<file path="config.mk">
export PLATFORM = sky130hd
export DESIGN_NAME = ssp_ctl
export DESIGN_NICKNAME = d
export VERILOG_FILES = /design/src/include/ssp_pkg.sv /design/src/verilog/ssp_ctl.sv
export SDC_FILE = /design/constraint.sdc
export NUM_CORES = 1
export LEC_CHECK = 0
export BUFFER_PORTS_ARGS = -buffer_cell sky130_fd_sc_hd__buf_2
export CAP_MARGIN = 5
export CORE_UTILIZATION = 49
export DETAILED_ROUTE_END_ITERATION = 7
export PLACE_DENSITY = 0.88
export SYNTH_ARGS = -nofsm -noshare
export SYNTH_HDL_FRONTEND = slang
export SYNTH_SLANG_ARGS = --single-unit
</file>
<file path="constraint.sdc">
create_clock -name clk -period 3.7 [get_ports clk]
set_clock_uncertainty 0.2 [all_clocks]
set_input_delay 0.925 -clock clk [delete_from_list [all_inputs] [get_ports clk]]
set_output_delay 0.925 -clock clk [all_outputs]
set_load 0.02 [all_outputs]
</file>
<file path="src/include/ssp_pkg.sv">
// Constants, field layouts and carrier types of the serial port control block
package ssp_pkg;
    // Register byte addresses
    localparam logic [11:0] OFS_BUF = 12'h068C;
    localparam logic [11:0] OFS_ADDR = 12'h068D;
    localparam logic [11:0] OFS_STAT = 12'h068F;
    localparam logic [11:0] OFS_CTL1 = 12'h0690;
    localparam logic [11:0] OFS_CTL2 = 12'h0691;
    // Values after reset
    localparam logic [7:0] RST_CTL1 = 8'h00;
    localparam logic [7:0] RST_BYTE = 8'h00;
    localparam logic [4:0] RST_REQ = 5'h00;
    localparam logic [9:0] RST_CNT = 10'h000;
    // Control one field positions
    localparam int B_WRITE_COLLISION_FLAG = 7;
    localparam int B_OVF = 6;
    localparam int B_EN = 5;
    localparam int B_CKP = 4;
    // Control two request field positions (low five bits)
    localparam int B_SEN = 0;
    localparam int B_REPEAT_START_REQUEST = 1;
    localparam int B_PEN = 2;
    localparam int B_HOST_RECEIVE_REQUEST = 3;
    localparam int B_ACK_SEQUENCE_REQUEST = 4;
    // Mode selector codes
    localparam logic [3:0] M_I2C_C10_SS = 4'h0F;
    localparam logic [3:0] M_I2C_C7_SS = 4'h0E;
    localparam logic [3:0] M_RSVD_D = 4'h0D;
    localparam logic [3:0] M_RSVD_C = 4'h0C;
    localparam logic [3:0] M_I2C_FW = 4'h0B;
    localparam logic [3:0] M_SPI_H_ADD = 4'h0A;
    localparam logic [3:0] M_RSVD_9 = 4'h09;
    localparam logic [3:0] M_I2C_HOST = 4'h08;
    localparam logic [3:0] M_I2C_C10 = 4'h07;
    localparam logic [3:0] M_I2C_C7 = 4'h06;
    localparam logic [3:0] M_SPI_C_NOSS = 4'h05;
    localparam logic [3:0] M_SPI_C_SS = 4'h04;
    localparam logic [3:0] M_SPI_H_TMR = 4'h03;
    localparam logic [3:0] M_SPI_H_64 = 4'h02;
    localparam logic [3:0] M_SPI_H_16 = 4'h01;
    localparam logic [3:0] M_SPI_H_4 = 4'h00;
    // Clock divisors of the oscillator; half period is half of each
    localparam int DIV_64 = 64;
    localparam int DIV_16 = 16;
    localparam int DIV_4 = 4;
    localparam logic [9:0] HALF_64 = 10'(DIV_64 / 2);
    localparam logic [9:0] HALF_16 = 10'(DIV_16 / 2);
    localparam logic [9:0] HALF_4 = 10'(DIV_4 / 2);

    // Events and levels from the shift and sequence engine
    typedef struct packed {
        logic rx_done;
        logic [7:0] rx_data;
        logic tx_done;
        logic tx_busy;
        logic addr_match;
        logic addr_rw;
        logic start_det;
        logic stop_det;
        logic nack_det;
        logic ua_req;
        logic scl_low;
        logic [4:0] req_clear;
    } ssp_eng_in_t;

    // Configuration and strobes toward the engine
    typedef struct packed {
        logic port_enable;
        logic [3:0] mode;
        logic i2c_client;
        logic ten_bit;
        logic startstop_irq;
        logic fw_host;
        logic client_selected;
        logic baud_tick;
        logic tx_load;
        logic [7:0] tx_byte;
        logic [4:0] req;
    } ssp_eng_out_t;
endpackage

</file>
<file path="src/verilog/ssp_ctl.sv">
// Control and status registers of the combined SPI / I2C serial port
//
// Notes on behaviour
// - Ten-bit client raises address-update flag when needed
// - I2C transmit: buffer full while sending, clear after
// - Receive: buffer full once byte complete
// - Acknowledge and stop bits never touch buffer-full
// - Start/stop status cleared by reset, disable
// - Client read/write bit from last matched address
// - Direction valid from match until start/stop/nack
// - Active when I2C host transmits or any sequence request set
// - Buffer write during shifting sets write collision
// - SPI client overrun sets overflow, drops byte
// - I2C receive overrun sets sticky overflow
// - Enable gives pins to port, else GPIO
// - SPI clock idle level follows polarity control
// - I2C client polarity zero stretches clock low
// - Codes 1111/1110: client with start/stop interrupts
// - Codes 0111/0110: client without start/stop interrupts
// - Code 1011: firmware host, client idle
// - Code 1010: SPI host, osc/(4*(n+1)), n>0
// - Codes 0101/0100: SPI client, select ignored/honoured
// - Code 0011: SPI host, timer output halved
// - Codes 0010/0001/0000: osc over 64/16/4
`timescale 1ns/1ps
module ssp_ctl (
    input wire logic clk,
    input wire logic sys_rst,
    input wire logic [11:0] bus_addr,
    input wire logic [7:0] bus_wdata,
    input wire logic bus_wr,
    input wire logic bus_rd,
    output logic [7:0] bus_rdata,
    input wire ssp_pkg::ssp_eng_in_t eng_in,
    output ssp_pkg::ssp_eng_out_t eng_out,
    input wire logic periodic_timer_output,
    input wire logic client_select_pin_n,
    input wire logic sck_i,
    output logic sck_o,
    output logic sck_oe,
    output logic sck_sync,
    output logic pins_owned,
    output logic port_active,
    output logic rw_valid
);
    import ssp_pkg::*;

    logic [7:0] ctl1_reg;
    logic [7:0] addr_reg;
    logic [7:0] buf_reg;
    logic [4:0] req_reg;
    logic bf_reg;
    logic ua_reg;
    logic rw_reg;
    logic rwv_reg;
    logic start_reg;
    logic stop_reg;
    logic da_reg;
    logic [9:0] cnt_reg;
    logic sck_reg;
    logic tick_reg;
    logic tmr_prev_reg;
    logic [1:0] ss_sync_reg;
    logic [1:0] sck_sync_reg;

    logic [3:0] mode;
    logic en;
    logic clock_idle_release_ctl;
    logic spi_host;
    logic spi_client;
    logic i2c_client;
    logic i2c_host;
    logic is_i2c;
    logic ten_bit;
    logic active;
    logic wr_buf;
    logic rd_buf;
    logic wr_ctl1;
    logic overrun;
    logic rx_take;
    logic tmr_rise;
    logic [9:0] half;

    // Half period of the generated host clock, in oscillator cycles
    function automatic logic [9:0] half_period(input logic [3:0] m,
                                               input logic [7:0] n);
        logic [9:0] h;
        h = HALF_4;
        case (m)
            M_SPI_H_ADD, M_I2C_HOST: begin
                h = {1'b0, n, 1'b0} + 10'h0002;
            end
            M_SPI_H_64: begin
                h = HALF_64;
            end
            M_SPI_H_16: begin
                h = HALF_16;
            end
            default: begin
                h = HALF_4;
            end
        endcase
        return h;
    endfunction

    // Field views of control one
    assign mode = ctl1_reg[3:0];
    assign en = ctl1_reg[B_EN];
    assign clock_idle_release_ctl = ctl1_reg[B_CKP];

    // Mode decode; reserved codes fall into no group at all
    always_comb begin
        spi_host = 1'b0;
        spi_client = 1'b0;
        i2c_client = 1'b0;
        i2c_host = 1'b0;
        ten_bit = 1'b0;
        case (mode)
            M_I2C_C10_SS, M_I2C_C10: begin
                i2c_client = 1'b1;
                ten_bit = 1'b1;
            end
            M_I2C_C7_SS, M_I2C_C7: begin
                i2c_client = 1'b1;
            end
            M_I2C_FW, M_I2C_HOST: begin
                i2c_host = 1'b1;
            end
            M_SPI_C_NOSS, M_SPI_C_SS: begin
                spi_client = 1'b1;
            end
            M_SPI_H_ADD, M_SPI_H_TMR, M_SPI_H_64, M_SPI_H_16,
            M_SPI_H_4: begin
                spi_host = 1'b1;
            end
            default: begin
                spi_host = 1'b0;
            end
        endcase
    end

    assign is_i2c = i2c_client | i2c_host;
    // Host transmit in progress shows in the direction bit for I2C hosts
    assign active = (i2c_host & rw_reg) | (|req_reg);
    assign wr_buf = bus_wr && bus_addr == OFS_BUF;
    assign rd_buf = bus_rd && bus_addr == OFS_BUF;
    assign wr_ctl1 = bus_wr && bus_addr == OFS_CTL1;
    // Overflow only where the far side paces the bytes
    assign overrun = eng_in.rx_done & bf_reg & (spi_client | is_i2c);
    assign rx_take = eng_in.rx_done & ~overrun;
    assign tmr_rise = periodic_timer_output & ~tmr_prev_reg;
    assign half = half_period(mode, addr_reg);

    // Pin synchronisers; first stage feeds only the second
    always_ff @(posedge clk) begin
        if (sys_rst) begin
            ss_sync_reg <= 2'b11;
            sck_sync_reg <= 2'b00;
        end else begin
            ss_sync_reg <= {ss_sync_reg[0], client_select_pin_n};
            sck_sync_reg <= {sck_sync_reg[0], sck_i};
        end
    end

    // Control one: software fields plus the two sticky error flags
    always_ff @(posedge clk) begin
        if (sys_rst) begin
            ctl1_reg <= RST_CTL1;
        end else begin
            if (wr_ctl1) begin
                ctl1_reg[5:0] <= bus_wdata[5:0];
                // Software may only clear the sticky flags
                if (!bus_wdata[B_WRITE_COLLISION_FLAG]) begin
                    ctl1_reg[B_WRITE_COLLISION_FLAG] <= 1'b0;
                end
                if (!bus_wdata[B_OVF]) begin
                    ctl1_reg[B_OVF] <= 1'b0;
                end
            end
            // Hardware set beats a same-cycle software clear
            if (en && wr_buf && (eng_in.tx_busy || active)) begin
                ctl1_reg[B_WRITE_COLLISION_FLAG] <= 1'b1;
            end
            if (en && overrun) begin
                ctl1_reg[B_OVF] <= 1'b1;
            end
        end
    end

    // Address / baud register; a write answers the update request
    always_ff @(posedge clk) begin
        if (sys_rst) begin
            addr_reg <= RST_BYTE;
        end else if (bus_wr && bus_addr == OFS_ADDR) begin
            addr_reg <= bus_wdata;
        end
    end

    // Sequence requests: refused while active, cleared by the engine
    always_ff @(posedge clk) begin
        if (sys_rst || !en) begin
            req_reg <= RST_REQ;
        end else begin
            req_reg <= req_reg & ~eng_in.req_clear;
            if (bus_wr && bus_addr == OFS_CTL2 && !active) begin
                req_reg <= bus_wdata[4:0];
            end
        end
    end

    // Data buffer: received byte loads unless overrun, bus write only while idle
    always_ff @(posedge clk) begin
        if (sys_rst) begin
            buf_reg <= RST_BYTE;
        end else if (en && rx_take) begin
            buf_reg <= eng_in.rx_data;
        end else if (en && wr_buf && !eng_in.tx_busy && !active) begin
            buf_reg <= bus_wdata;
        end
    end

    // Buffer full; the engine flags only data bytes as complete
    always_ff @(posedge clk) begin
        if (sys_rst || !en) begin
            bf_reg <= 1'b0;
        end else if (rx_take) begin
            bf_reg <= 1'b1;
        end else if (is_i2c && wr_buf && !eng_in.tx_busy && !active) begin
            bf_reg <= 1'b1;
        end else if (is_i2c && eng_in.tx_done) begin
            bf_reg <= 1'b0;
        end else if (rd_buf) begin
            bf_reg <= 1'b0;
        end
    end

    // Address update flag, ten-bit client only
    always_ff @(posedge clk) begin
        if (sys_rst || !en || !(i2c_client && ten_bit)) begin
            ua_reg <= 1'b0;
        end else if (eng_in.ua_req) begin
            ua_reg <= 1'b1;
        end else if (bus_wr && bus_addr == OFS_ADDR) begin
            ua_reg <= 1'b0;
        end
    end

    // Direction bit: matched address in client, transmit in host
    always_ff @(posedge clk) begin
        if (sys_rst || !en) begin
            rw_reg <= 1'b0;
        end else if (i2c_host) begin
            rw_reg <= eng_in.tx_busy;
        end else if (i2c_client && eng_in.addr_match) begin
            rw_reg <= eng_in.addr_rw;
        end
    end

    // Window in which the client direction bit means anything
    always_ff @(posedge clk) begin
        if (sys_rst || !en || !i2c_client) begin
            rwv_reg <= 1'b0;
        end else if (eng_in.addr_match) begin
            rwv_reg <= 1'b1;
        end else if (eng_in.start_det || eng_in.stop_det ||
                     eng_in.nack_det) begin
            rwv_reg <= 1'b0;
        end
    end

    // Start / stop seen last; the newer event wins
    always_ff @(posedge clk) begin
        if (sys_rst || (wr_ctl1 && !bus_wdata[B_EN])) begin
            start_reg <= 1'b0;
            stop_reg <= 1'b0;
        end else if (en && is_i2c) begin
            if (eng_in.start_det) begin
                start_reg <= 1'b1;
                stop_reg <= 1'b0;
            end else if (eng_in.stop_det) begin
                start_reg <= 1'b0;
                stop_reg <= 1'b1;
            end
        end
    end

    // Data or address, last byte seen by the client
    always_ff @(posedge clk) begin
        if (sys_rst || !en) begin
            da_reg <= 1'b0;
        end else if (eng_in.addr_match) begin
            da_reg <= 1'b0;
        end else if (eng_in.rx_done || eng_in.tx_done) begin
            da_reg <= 1'b1;
        end
    end

    // Baud divider: one tick per half period of the host clock
    always_ff @(posedge clk) begin
        if (sys_rst) begin
            cnt_reg <= RST_CNT;
            tick_reg <= 1'b0;
            tmr_prev_reg <= 1'b0;
        end else begin
            tmr_prev_reg <= periodic_timer_output;
            tick_reg <= 1'b0;
            if (!en || !(spi_host || i2c_host)) begin
                cnt_reg <= RST_CNT;
            end else if (mode == M_SPI_H_TMR) begin
                tick_reg <= tmr_rise;
            end else if (cnt_reg >= half - 10'h001) begin
                cnt_reg <= RST_CNT;
                tick_reg <= 1'b1;
            end else begin
                cnt_reg <= cnt_reg + 10'h001;
            end
        end
    end

    // SPI host clock: toggles while shifting, rests at idle level
    always_ff @(posedge clk) begin
        if (sys_rst) begin
            sck_reg <= 1'b0;
        end else if (!(spi_host && eng_in.tx_busy)) begin
            sck_reg <= clock_idle_release_ctl;
        end else if (tick_reg) begin
            sck_reg <= ~sck_reg;
        end
    end

    // Clock pin: host drives, I2C lines only ever pull low
    always_ff @(posedge clk) begin
        if (sys_rst) begin
            sck_o <= 1'b0;
            sck_oe <= 1'b0;
        end else if (!en) begin
            sck_o <= 1'b0;
            sck_oe <= 1'b0;
        end else if (spi_host) begin
            sck_o <= sck_reg;
            sck_oe <= 1'b1;
        end else if (i2c_client) begin
            sck_o <= 1'b0;
            sck_oe <= ~clock_idle_release_ctl | eng_in.scl_low;
        end else if (i2c_host) begin
            sck_o <= 1'b0;
            sck_oe <= eng_in.scl_low;
        end else begin
            sck_o <= 1'b0;
            sck_oe <= 1'b0;
        end
    end

    // Engine configuration and strobes, all registered
    always_ff @(posedge clk) begin
        if (sys_rst) begin
            eng_out <= '0;
        end else begin
            eng_out.port_enable <= en;
            eng_out.mode <= mode;
            eng_out.i2c_client <= i2c_client & en;
            eng_out.ten_bit <= ten_bit;
            eng_out.startstop_irq <= i2c_client & mode[3];
            eng_out.fw_host <= mode == M_I2C_FW;
            eng_out.client_selected <= spi_client &
                ((mode == M_SPI_C_NOSS) | ~ss_sync_reg[1]);
            eng_out.baud_tick <= tick_reg;
            eng_out.tx_load <= en & wr_buf & ~eng_in.tx_busy & ~active;
            eng_out.tx_byte <= bus_wdata;
            eng_out.req <= req_reg;
        end
    end

    // Status levels toward the pins and the core
    always_ff @(posedge clk) begin
        if (sys_rst) begin
            pins_owned <= 1'b0;
            port_active <= 1'b0;
            rw_valid <= 1'b0;
            sck_sync <= 1'b0;
        end else begin
            pins_owned <= en;
            port_active <= active;
            rw_valid <= rwv_reg;
            sck_sync <= sck_sync_reg[1];
        end
    end

    // Read port, data one cycle after the strobe; others read zero
    always_ff @(posedge clk) begin
        if (sys_rst) begin
            bus_rdata <= RST_BYTE;
        end else if (!bus_rd) begin
            bus_rdata <= RST_BYTE;
        end else begin
            case (bus_addr)
                OFS_BUF: bus_rdata <= buf_reg;
                OFS_ADDR: bus_rdata <= addr_reg;
                OFS_STAT: bus_rdata <= {2'b00, da_reg, stop_reg, start_reg,
                                        rw_reg, ua_reg, bf_reg};
                OFS_CTL1: bus_rdata <= ctl1_reg;
                OFS_CTL2: bus_rdata <= {3'b000, req_reg};
                default: bus_rdata <= RST_BYTE;
            endcase
        end
    end
endmodule

</file>
# After elaboration in Yosys (flattened, before gate mapping)
# Index checks and enable logic that the tools add are counted.
word_totals:
  regBits: 91
  in_bits: 50
  out_inout_bits: 39
  word_cells: 187
op_classes:
  n_addsub: 3
  n_lt_le_gt_ge: 1
  eq_ne: 20
  n_mux: 37
  bitwise_logic: 28
  n_reduce_logical: 62
op_table:
  columns: ["operator", "n"]
  rows:
  - ["$eq A12 B11 Y1 const B", 5]
  - ["$pmux W8 S5", 1]
  - ["$mux W1", 30]
  - ["$pmux W10 S3", 1]
  - ["$mux W8", 3]
  - ["$logic_and A1 B1 Y1", 21]
  - ["$eq A4 B4 Y1 const B", 5]
  - ["$eq A4 B3 Y1 const B", 4]
  - ["$reduce_or A2 Y1", 8]
  - ["$reduce_bool A2 Y1", 7]
  - ["$and A1 B1 Y1", 11]
  - ["$add A10 B1 Y10 const B", 1]
  - ["$add A9 B2 Y10 const B", 1]
  - ["$ge A10 B10 Y1", 1]
  - ["$logic_or A1 B1 Y1", 10]
  - ["$mux W10", 1]
  - ["$not A1 Y1", 10]
  - ["$reduce_or A5 Y1", 2]
  - ["$sub A10 B1 Y10 const B", 1]
  - ["$eq A4 B2 Y1 const B", 2]
  - ["$logic_not A1 Y1", 7]
  - ["$reduce_and A2 Y1", 3]
  - ["$and A5 B5 Y5", 1]
  - ["$mux W5", 1]
  - ["9 further kinds", 14]

# Longest topological paths before layout
# Gate-level depths: netlist of the first run.
logic_depth:
  word_depth: 10
  ltp_mapped: 16
  mapped_depth_nobuf: 15

# Worst setup path after synthesis of the first run
# No wires, ideal clock.
synth_path:
  path_type: "register to register"
  startpoint: "reg ctl1_reg[1]"
  endpoint: "reg tick_reg"
  setup_time_ps: 115
  arrival_time_ps: 3446
  required_time_ps: 3385
  setup_slack_ps: -61
  path_stages_with_launch: 17
  n_path_buf: 1
  period_less_slack_ps: 3761
  path_cell_list: "dfxtp_1 -> buf_2 -> or3b_2 -> o21a_1 -> or2_2 -> inv_1 -> ha_1 -> inv_1 -> a211oi_1 -> a311oi_1 -> a31oi_1 -> ha_1 -> a21o_1 -> a21o_1 -> a21oi_1 -> a21oi_1 -> o21ba_2"
synth_between:
  elab_chain_cells: 7
  elab_cells_between_ends: 21
  cone_classes: "1 x add/sub; 1 x order compare; 6 x eq/ne; 5 x mux; 8 x reduce/logical"
synth_rtl:
  columns: ["item", "line_no", "rtl"]
  rows:
  - ["start, declared", "ssp_ctl.sv:48", "logic [7:0] ctl1_reg;"]
  - ["start signal, assigned", "ssp_ctl.sv:171", "ctl1_reg[5:0] <= bus_wdata[5:0];"]
  - ["$eq A4 B4 Y1, or another cell as far along", "ssp_ctl.sv:89, ssp_ctl.sv:118", null]
  - ["$reduce_or A2 Y1, or another cell as far along", "ssp_ctl.sv:89", "case (m)"]
  - ["$pmux W10 S3 / $mux W1 (equally long branches)", "ssp_ctl.sv:89, ssp_ctl.sv:118", null]
  - ["$sub A10 B1 Y10 / $logic_or A1 B1 Y1 (equally long branches)", "ssp_ctl.sv:311, ssp_ctl.sv:307", null]
  - ["$ge A10 B10 Y1 / $logic_not A1 Y1 (equally long branches)", "ssp_ctl.sv:311, ssp_ctl.sv:307", null]
  - ["$mux W1 / $logic_or A1 B1 Y1 (equally long branches)", "ssp_ctl.sv:311, ssp_ctl.sv:307", null]
  - ["$mux W1 / $reduce_or A2 Y1 (equally long branches)", null, null]
  - ["end signal, assigned", "ssp_ctl.sv:310", "tick_reg <= tmr_rise;"]
  - ["end, declared", "ssp_ctl.sv:61", "logic tick_reg;"]
# Several ways; a longest one is shown, not always the timed one.
# A chain may end at the register's enable or synchronous reset.

# Worst setup path after layout of the first run
layout_path:
  startpoint: "reg addr_reg[0]"
  endpoint: "reg cnt_reg[1]"
layout_between:
  elab_chain_cells: 5
layout_rtl:
  columns: ["item", "line_no", "rtl"]
  rows:
  - ["start, declared", "ssp_ctl.sv:49", "logic [7:0] addr_reg;"]
  - ["start signal, assigned", "ssp_ctl.sv:195", "addr_reg <= bus_wdata;"]
  - ["$add A9 B2 Y10", "ssp_ctl.sv:91", "h = {1'b0, n, 1'b0} + 10'h0002;"]
  - ["$pmux W10 S3", "ssp_ctl.sv:89", null]
  - ["$sub A10 B1 Y10", "ssp_ctl.sv:311", "end else if (cnt_reg >= half - 10'h001) begin"]
  - ["$ge A10 B10 Y1", "ssp_ctl.sv:311", null]
  - ["$mux W10", "ssp_ctl.sv:311", null]
  - ["end signal, assigned", "ssp_ctl.sv:315", "cnt_reg <= cnt_reg + 10'h001;"]
  - ["end, declared", "ssp_ctl.sv:59", "logic [9:0] cnt_reg;"]
# No other way between the ends.

==> flow_metrics.py, run 1 <==
metrics = {
    "power": {
        "p_per_area_mw_per_mm2": 367,
        "p_leak_nw": 2.04,
        "peakVddDrop_mv": 0.234,
        "power.total_mw": 1.89,
    },
    "grt": {
        "grt_pass1_wl_mm": 17.6,
        "grt_max_degree": 36,
        "gr-usage-all-layers_pct": 25.9,
        "antenna_found_initial": 0,
        "grt_pass1_vias": 3570,
        "overflow": 0,
    },
    "critical_path": {
        "crit_slowest_cell": "a2111o_1",
        "cp-end-kind": "flip-flop",
        "critPathKind": "reg2reg",
        "worstPathMaxFanout": 8,
        "ff2ff_setup_slack_ns": 0.12,
        "crit_arrival_ns": 3.68,
        "crit_chain": "ha_1, nand3_1, xor2_1, a2111o_1, a311oi_2, a31oi_1, ha_1, a21o_1, a21o_1, a21oi_2, buf_4, nand4_1, a21oi_1",
        "cp_slowest_stage_delay_ns": 0.53,
        "worstPathRequired_ns": 3.80,
        "startpoint_type": "flip-flop",
    },
    "drt": {
        "wl_mm": 11.7,
        "wire_per_inst_um": 17.3,
        "ant_nets": 0,
        "firstDrtPassIters": 5,
        "dr_total_vias": 3986,
        "drc": 0,
        "drt_iter0_drc": 334,
        "viasPerCell": 5.90,
    },
    "synthesis": {
        "synth_top_flop_cell": "dfxtp_1",
        "seq_area_frac_synth_pct": 43.5,
        "synthesis.area_mm2": 0.00419,
        "syn_inst": 474,
        "synthDistinctLibCells": 55,
        "synth_fp_nets": 536,
        "synth-edff-count": 0,
        "synth.avg_cell_area_um2": 8.83,
        "ys_ff_latch": 91,
        "synthArstFlopShare_pct": 0,
        "ys_warn_count": 0,
    },
    "die": {
        "coreArea_mm2": 0.00826,
        "die_h_um": 94.4,
        "die_x_um": 94.4,
        "initial_core_util_pct": 50.7,
        "row_count": 33,
        "ios": 89,
        "die_area_mm2": 0.00892,
    },
    "clocking": {
        "root_buffer": "clkbuf_8",
        "path_clk_slew_ns": 0.09,
        "cts_buffers": 9,
        "cts_hold_buf": 0,
        "htreeDepth": 3,
        "clk_path_buf_depth": 2,
        "cts.sink_count": 91,
        "cts_tree": "built",
        "clk_latency_ns": 0.37,
    },
    "sta": {
        "drv_slew": 0,
        "setup_tns_ns": 0,
        "fmax_ghz": 0.279,
        "worst_pin_slew_ns": 0.912,
        "layout_min_cycle_time_ns": 3.58,
        "timing.final.ws_setup_ns": 0.122,
        "holdWs_ns": 0.231,
        "setup_violations": 0,
        "period_share_pct": 96.7,
        "hold_viol_final": 0,
        "slew_headroom_pct": 39.2,
    },
    "final_layout": {
        "nets": 629,
        "area_growth_pct": 23.0,
        "fin_util_pct": 62.3,
        "largest_register_ffs": 24,
        "layout-drive-gt1-share_pct": 26.1,
        "diodes": 0,
    },
    "outcome": {
        "status": "complete, no violations",
    },
    "placement": {
        "gp_congestion": 0.948,
        "pre_cts_slack_ns": 0.0265,
        "dp_hpwl_mm": 8.43,
        "numPortBuffers": 88,
    },
    "min_path": {
        "hold_class": "reg2reg",
    },
    "job": {
        "drv_cap": 0,
    },
}
## cells by family (layout without fill, tap and decap cells)
group,count (synthesis),count (layout),synth area share (%)
AOI/OAI and AO/OA,102,102,17.3
xor gates and xnor gates,20,20,4.19
muxes,11,11,2.63
DFF,91,91,43.5
and+or+nand+nor,197,197,24.9
adders and majority gates,12,12,3.59
buffers and inverters,41,138,3.83
## timing repair
action | in CTS | in global routing
resized for setup | 0 | 21
endpoints found under the setup margin | 0 | 11
buffers inserted | 0 | 7
## cell type report
type,instances,area [um2]
Fill cell,726,3110
Multi-Input combinational cell,342,2280
Sequential cell,91,1830
Timing Repair Buffer,112,629
Clock buffer,11,141
Tap cell,105,131
Clock inverter,4,98.8
Inverter,11,41.3
## cells in the mapped netlist, types with 3 or more instances
cell type,n,area (um2)
a211oi_1,9,67.6
a21o_1,4,30.0
a21oi_1,36,180
a222oi_1,5,50.1
a22o_1,12,105
a22oi_1,3,22.5
a311oi_1,3,26.3
and2_1,4,25.0
and3_1,9,56.3
and4_1,5,43.8
clkbuf_1,25,93.8
dfxtp_1,91,1820
ha_1,12,150
inv_1,11,41.3
mux2i_1,11,110
nand2_1,37,139
nand2b_1,11,68.8
nand3_1,29,145
nand4_1,7,43.8
nor2_1,30,113
nor2b_1,22,138
nor3_1,23,115
nor3b_1,6,45.0
o21ai_0,9,45.0
or2_2,4,25.0
xnor2_1,8,70.1
xor2_1,12,105
## cell usage in the layout (no fill, tap or decap), types with 4 or more instances in the layout
cell	n
nor2_1	30
nand4_1	7
a22o_1	12
nor3_2	5
and4_1	5
buf_2	89
o21ai_0	9
dfxtp_1	88
nand3_1	29
nor2b_1	22
nor3b_1	6
a211oi_1	8
clkbuf_8	10
a222oi_1	5
and3_1	9
ha_1	11
nand2b_1	11
a21oi_1	34
nor3_1	17
xnor2_1	8
and2_1	4
mux2i_1	11
xor2_1	12
buf_4	20
nand2_1	37
or2_2	4
a21o_1	4
inv_1	10
## worst paths after layout
kind	cells after the start	start	to
max	13	addr_reg[0]	cnt_reg[1]
min	1	ss_sync_reg[0]	ss_sync_reg[1]
max reg2reg	13	addr_reg[0]	cnt_reg[1]
min reg2reg	1	ss_sync_reg[0]	ss_sync_reg[1]
## power breakdown
group          total [mW]  internal [mW]  switching [mW]  leakage, nW
combinational      0.0799         0.0336          0.0463         1.19
sequential          0.989          0.986         0.00220        0.738
clock               0.823          0.465           0.357        0.120
## critical path: cells and delay by family (launching register included)
family          cells  cell delay [ns]
fa+ha+maj           2             0.64
flops               1             0.48
compound gates      7             1.64
buf+inv             1             0.15
simple gates        2             0.24
xor+xnor            1             0.16
## per-layer routing
metal	share of wire (%)	GRT usage (%)
met3	8.6	6.20
met5	0	0
met1	42	33.8
met4	2.3	10.4
met2	47	40.8
## metrics by stage
stage	cell area, um2	cells
after floorplan	4190	474
final	5150	676
after detailed placement	4760	653
after CTS	5000	668
after global routing	5150	676
after global placement	4760	653
Note: power is estimated with default switching activity, not from simulation.
==> run 2: changes to the inputs <==
--- a/config.mk
+++ b/config.mk
@@ -7,9 +7,9 @@
 export LEC_CHECK = 0
 export BUFFER_PORTS_ARGS = -buffer_cell sky130_fd_sc_hd__buf_2
 export CAP_MARGIN = 5
-export CORE_UTILIZATION = 49
+export CORE_UTILIZATION = 30
 export DETAILED_ROUTE_END_ITERATION = 7
-export PLACE_DENSITY = 0.88
+export PLACE_DENSITY = 0.63
 export SYNTH_ARGS = -nofsm -noshare
 export SYNTH_HDL_FRONTEND = slang
 export SYNTH_SLANG_ARGS = --single-unit
==> run 2 against run 1 <==
Power rose by 6.8%. Clock power rose by 15%. Sequential cell count did not move. Wire length rose by 1.9%. Hold slack got worse by 0.0013 ns. Fmax rose by 2.0%. Critical path type unchanged. Largest cell class unchanged. Highest routed layer unchanged.
==> flow_metrics.py, run 2 (synthesized netlist as in run 1, its figures left out) <==
metrics = {
    "outcome": {
        "status": "complete, no violations",
    },
    "final_layout": {
        "layout-drive-gt1-share_pct": 24.4,
        "seq_area_mm2": 0.00182,
        "area_growth_pct": 24.8,
        "fillers": 1354,
        "final_common_cell": "dfxtp_1",
        "fin_cells": 741,
        "diodes": 0,
        "largest_register_ffs": 24,
        "multi_input_area_mm2": 0.00225,
        "nets": 622,
        "mostFrequentLayoutCells": "dfxtp_1 (89), buf_2 (88), nand2_1 (37)",
    },
    "placement": {
        "numPortBuffers": 88,
        "pre_cts_slack_ns": -0.0417,
        "dp_cells": 724,
        "gp_congestion": 0.913,
        "dp_hpwl_mm": 8.83,
    },
    "critical_path": {
        "crit_chain": "or3b_4, o21a_1, or2_4, inv_1, ha_2, inv_1, a211oi_4, o2111ai_1, xor2_1, ha_1, and4_1, o21ai_0, a21oi_2, nor3_1",
        "ff2ff_setup_slack_ns": 0.19,
        "reg2reg_from": "ctl1_reg[1]",
        "cp-end-kind": "flip-flop",
        "worstPathRequired_ns": 3.68,
        "startpoint_type": "flip-flop",
        "cpMostUsedCell": "inv_1",
        "worstPathMaxFanout": 8,
        "crit_slowest_cell": "or3b_4",
        "crit_start": "ctl1_reg[1]",
        "crit_arrival_ns": 3.49,
        "critPathKind": "reg2reg",
        "cp_slowest_stage_delay_ns": 0.39,
    },
    "job": {
        "drv_cap": 0,
    },
    "power": {
        "pwr-share-comb_pct": 4.0,
        "intPower_mw": 1.58,
        "p_leak_nw": 2.03,
        "switching_power_uw": 439,
        "peakVddDrop_mv": 0.220,
        "power.switching_fraction_pct": 21.7,
        "p_per_area_mw_per_mm2": 387,
        "power_frac_seq_pct": 49.0,
        "pwr-share-clk_pct": 47.0,
    },
    "sta": {
        "timing.final.ws_setup_ns": 0.193,
        "rsz0062_at_grt": "false",
        "layout_min_cycle_time_ns": 3.51,
        "worst_pin_slew_ns": 1.31,
        "fmax_ghz": 0.285,
        "hold_viol_final": 0,
        "drv_slew": 0,
        "slew_headroom_pct": 11.7,
        "period_share_pct": 94.8,
        "setup_violations": 0,
    },
    "drt": {
        "ant_nets": 0,
        "wl_mm": 11.9,
        "drt_iter0_drc": 373,
        "viasPerCell": 5.23,
        "firstDrtPassIters": 8,
        "wire_per_inst_um": 16.1,
        "drc": 0,
        "dr_total_vias": 3879,
    },
    "grt": {
        "gr-usage-all-layers_pct": 16.7,
        "grt_pass1_vias": 3533,
        "antenna_found_initial": 0,
        "grt_pass1_wl_mm": 18.7,
        "grt_max_degree": 53,
        "overflow": 0,
    },
    "die": {
        "die_x_um": 120,
        "initial_core_util_pct": 31.2,
        "ios": 89,
        "coreArea_mm2": 0.0134,
        "die_h_um": 120,
        "die_area_mm2": 0.0144,
        "row_count": 42,
    },
    "clocking": {
        "clk_latency_ns": 0.35,
        "cts_buffers": 9,
        "cts_tree": "built",
        "path_clk_slew_ns": 0.06,
        "cts.sink_count": 91,
        "clk_path_buf_depth": 2,
        "root_buffer": "clkbuf_16",
        "cts_hold_buf": 0,
        "htreeDepth": 3,
    },
    "min_path": {
        "hold_class": "reg2reg",
        "hp-start": "ss_sync_reg[0]",
    },
}
[run 2: changes by cell type in the layout (fill, tap and decap cells not counted), moves of 3 or more]
cell / delta
clkbuf_16: +9
nor3_2: -4
nor3_1: +5
clkbuf_8: -8
clkinvlp_4: +3
buf_4: -5
[run 2: per-stage QoR]
stage	setup TNS (ns)	hold slack (ns)	cell area (um2)	util, %	total power [mW]
after floorplan	0	0.189	4190	-	1.04
after global placement	0	0.200	4850	36.2	1.09
after detailed placement	-0.251	0.209	4850	36.2	1.09
after CTS	0	0.233	5170	38.6	2.03
after global routing	0	0.267	5220	39.0	2.08
final	0	0.230	5220	39.0	2.02
[run 2: worst paths after layout]
path                    endpoint  depth (start not counted)
setup / recovery      cnt_reg[5]                         14
hold / removal    ss_sync_reg[1]                          1
setup reg to reg      cnt_reg[5]                         14
hold reg to reg   ss_sync_reg[1]                          1
[run 2: final cells by class]
| class | instances | share of cell area [%] |
|---|---|---|
| clock buffers | 11 | 4.84 |
| inverters | 11 | 0.791 |
| clock inverters | 5 | 1.17 |
| flip-flops and latches | 91 | 34.9 |
| well taps | 176 | 4.22 |
| repair buffers | 105 | 11.0 |
| multi-input cells | 342 | 43.0 |
[run 2: power groups by stage]
stage / registers (mW) / clock network [mW] / logic, mW
after floorplan: 1.02 / 0 / 0.0259
after global placement: 1.01 / 0 / 0.0798
after detailed placement: 1.01 / 0 / 0.0807
after CTS: 0.990 / 0.964 / 0.0811
after global routing: 0.990 / 1.01 / 0.0879
final: 0.989 / 0.950 / 0.0812
[run 2: critical path, delay by kind of cell (launching register included)]
family	cells	cell delay, ns
DFF	1	0.32
AOI/OAI and AO/OA	5	1.11
xor gates and xnor gates	1	0.21
buffers and inverters	2	0.12
adders and majority gates	2	0.47
and+or+nand+nor	4	0.90
[run 2: what timing repair did]
action,CTS,global route
endpoints found under the setup margin,8,11
setup buffers,0,1
resized for setup,1,12
cloned,0,0
pin swaps,0,7
[run 2: metal layers]
layer	up-vias	global-route usage, %	part of all wire (%)	wire (um)
li1	1874	-	-	-
met1	1837	23.0	45	5340
met2	150	25.5	46	5460
met3	18	3.94	7.9	944
met4	0	5.31	1.7	199
met5	-	0	0	0
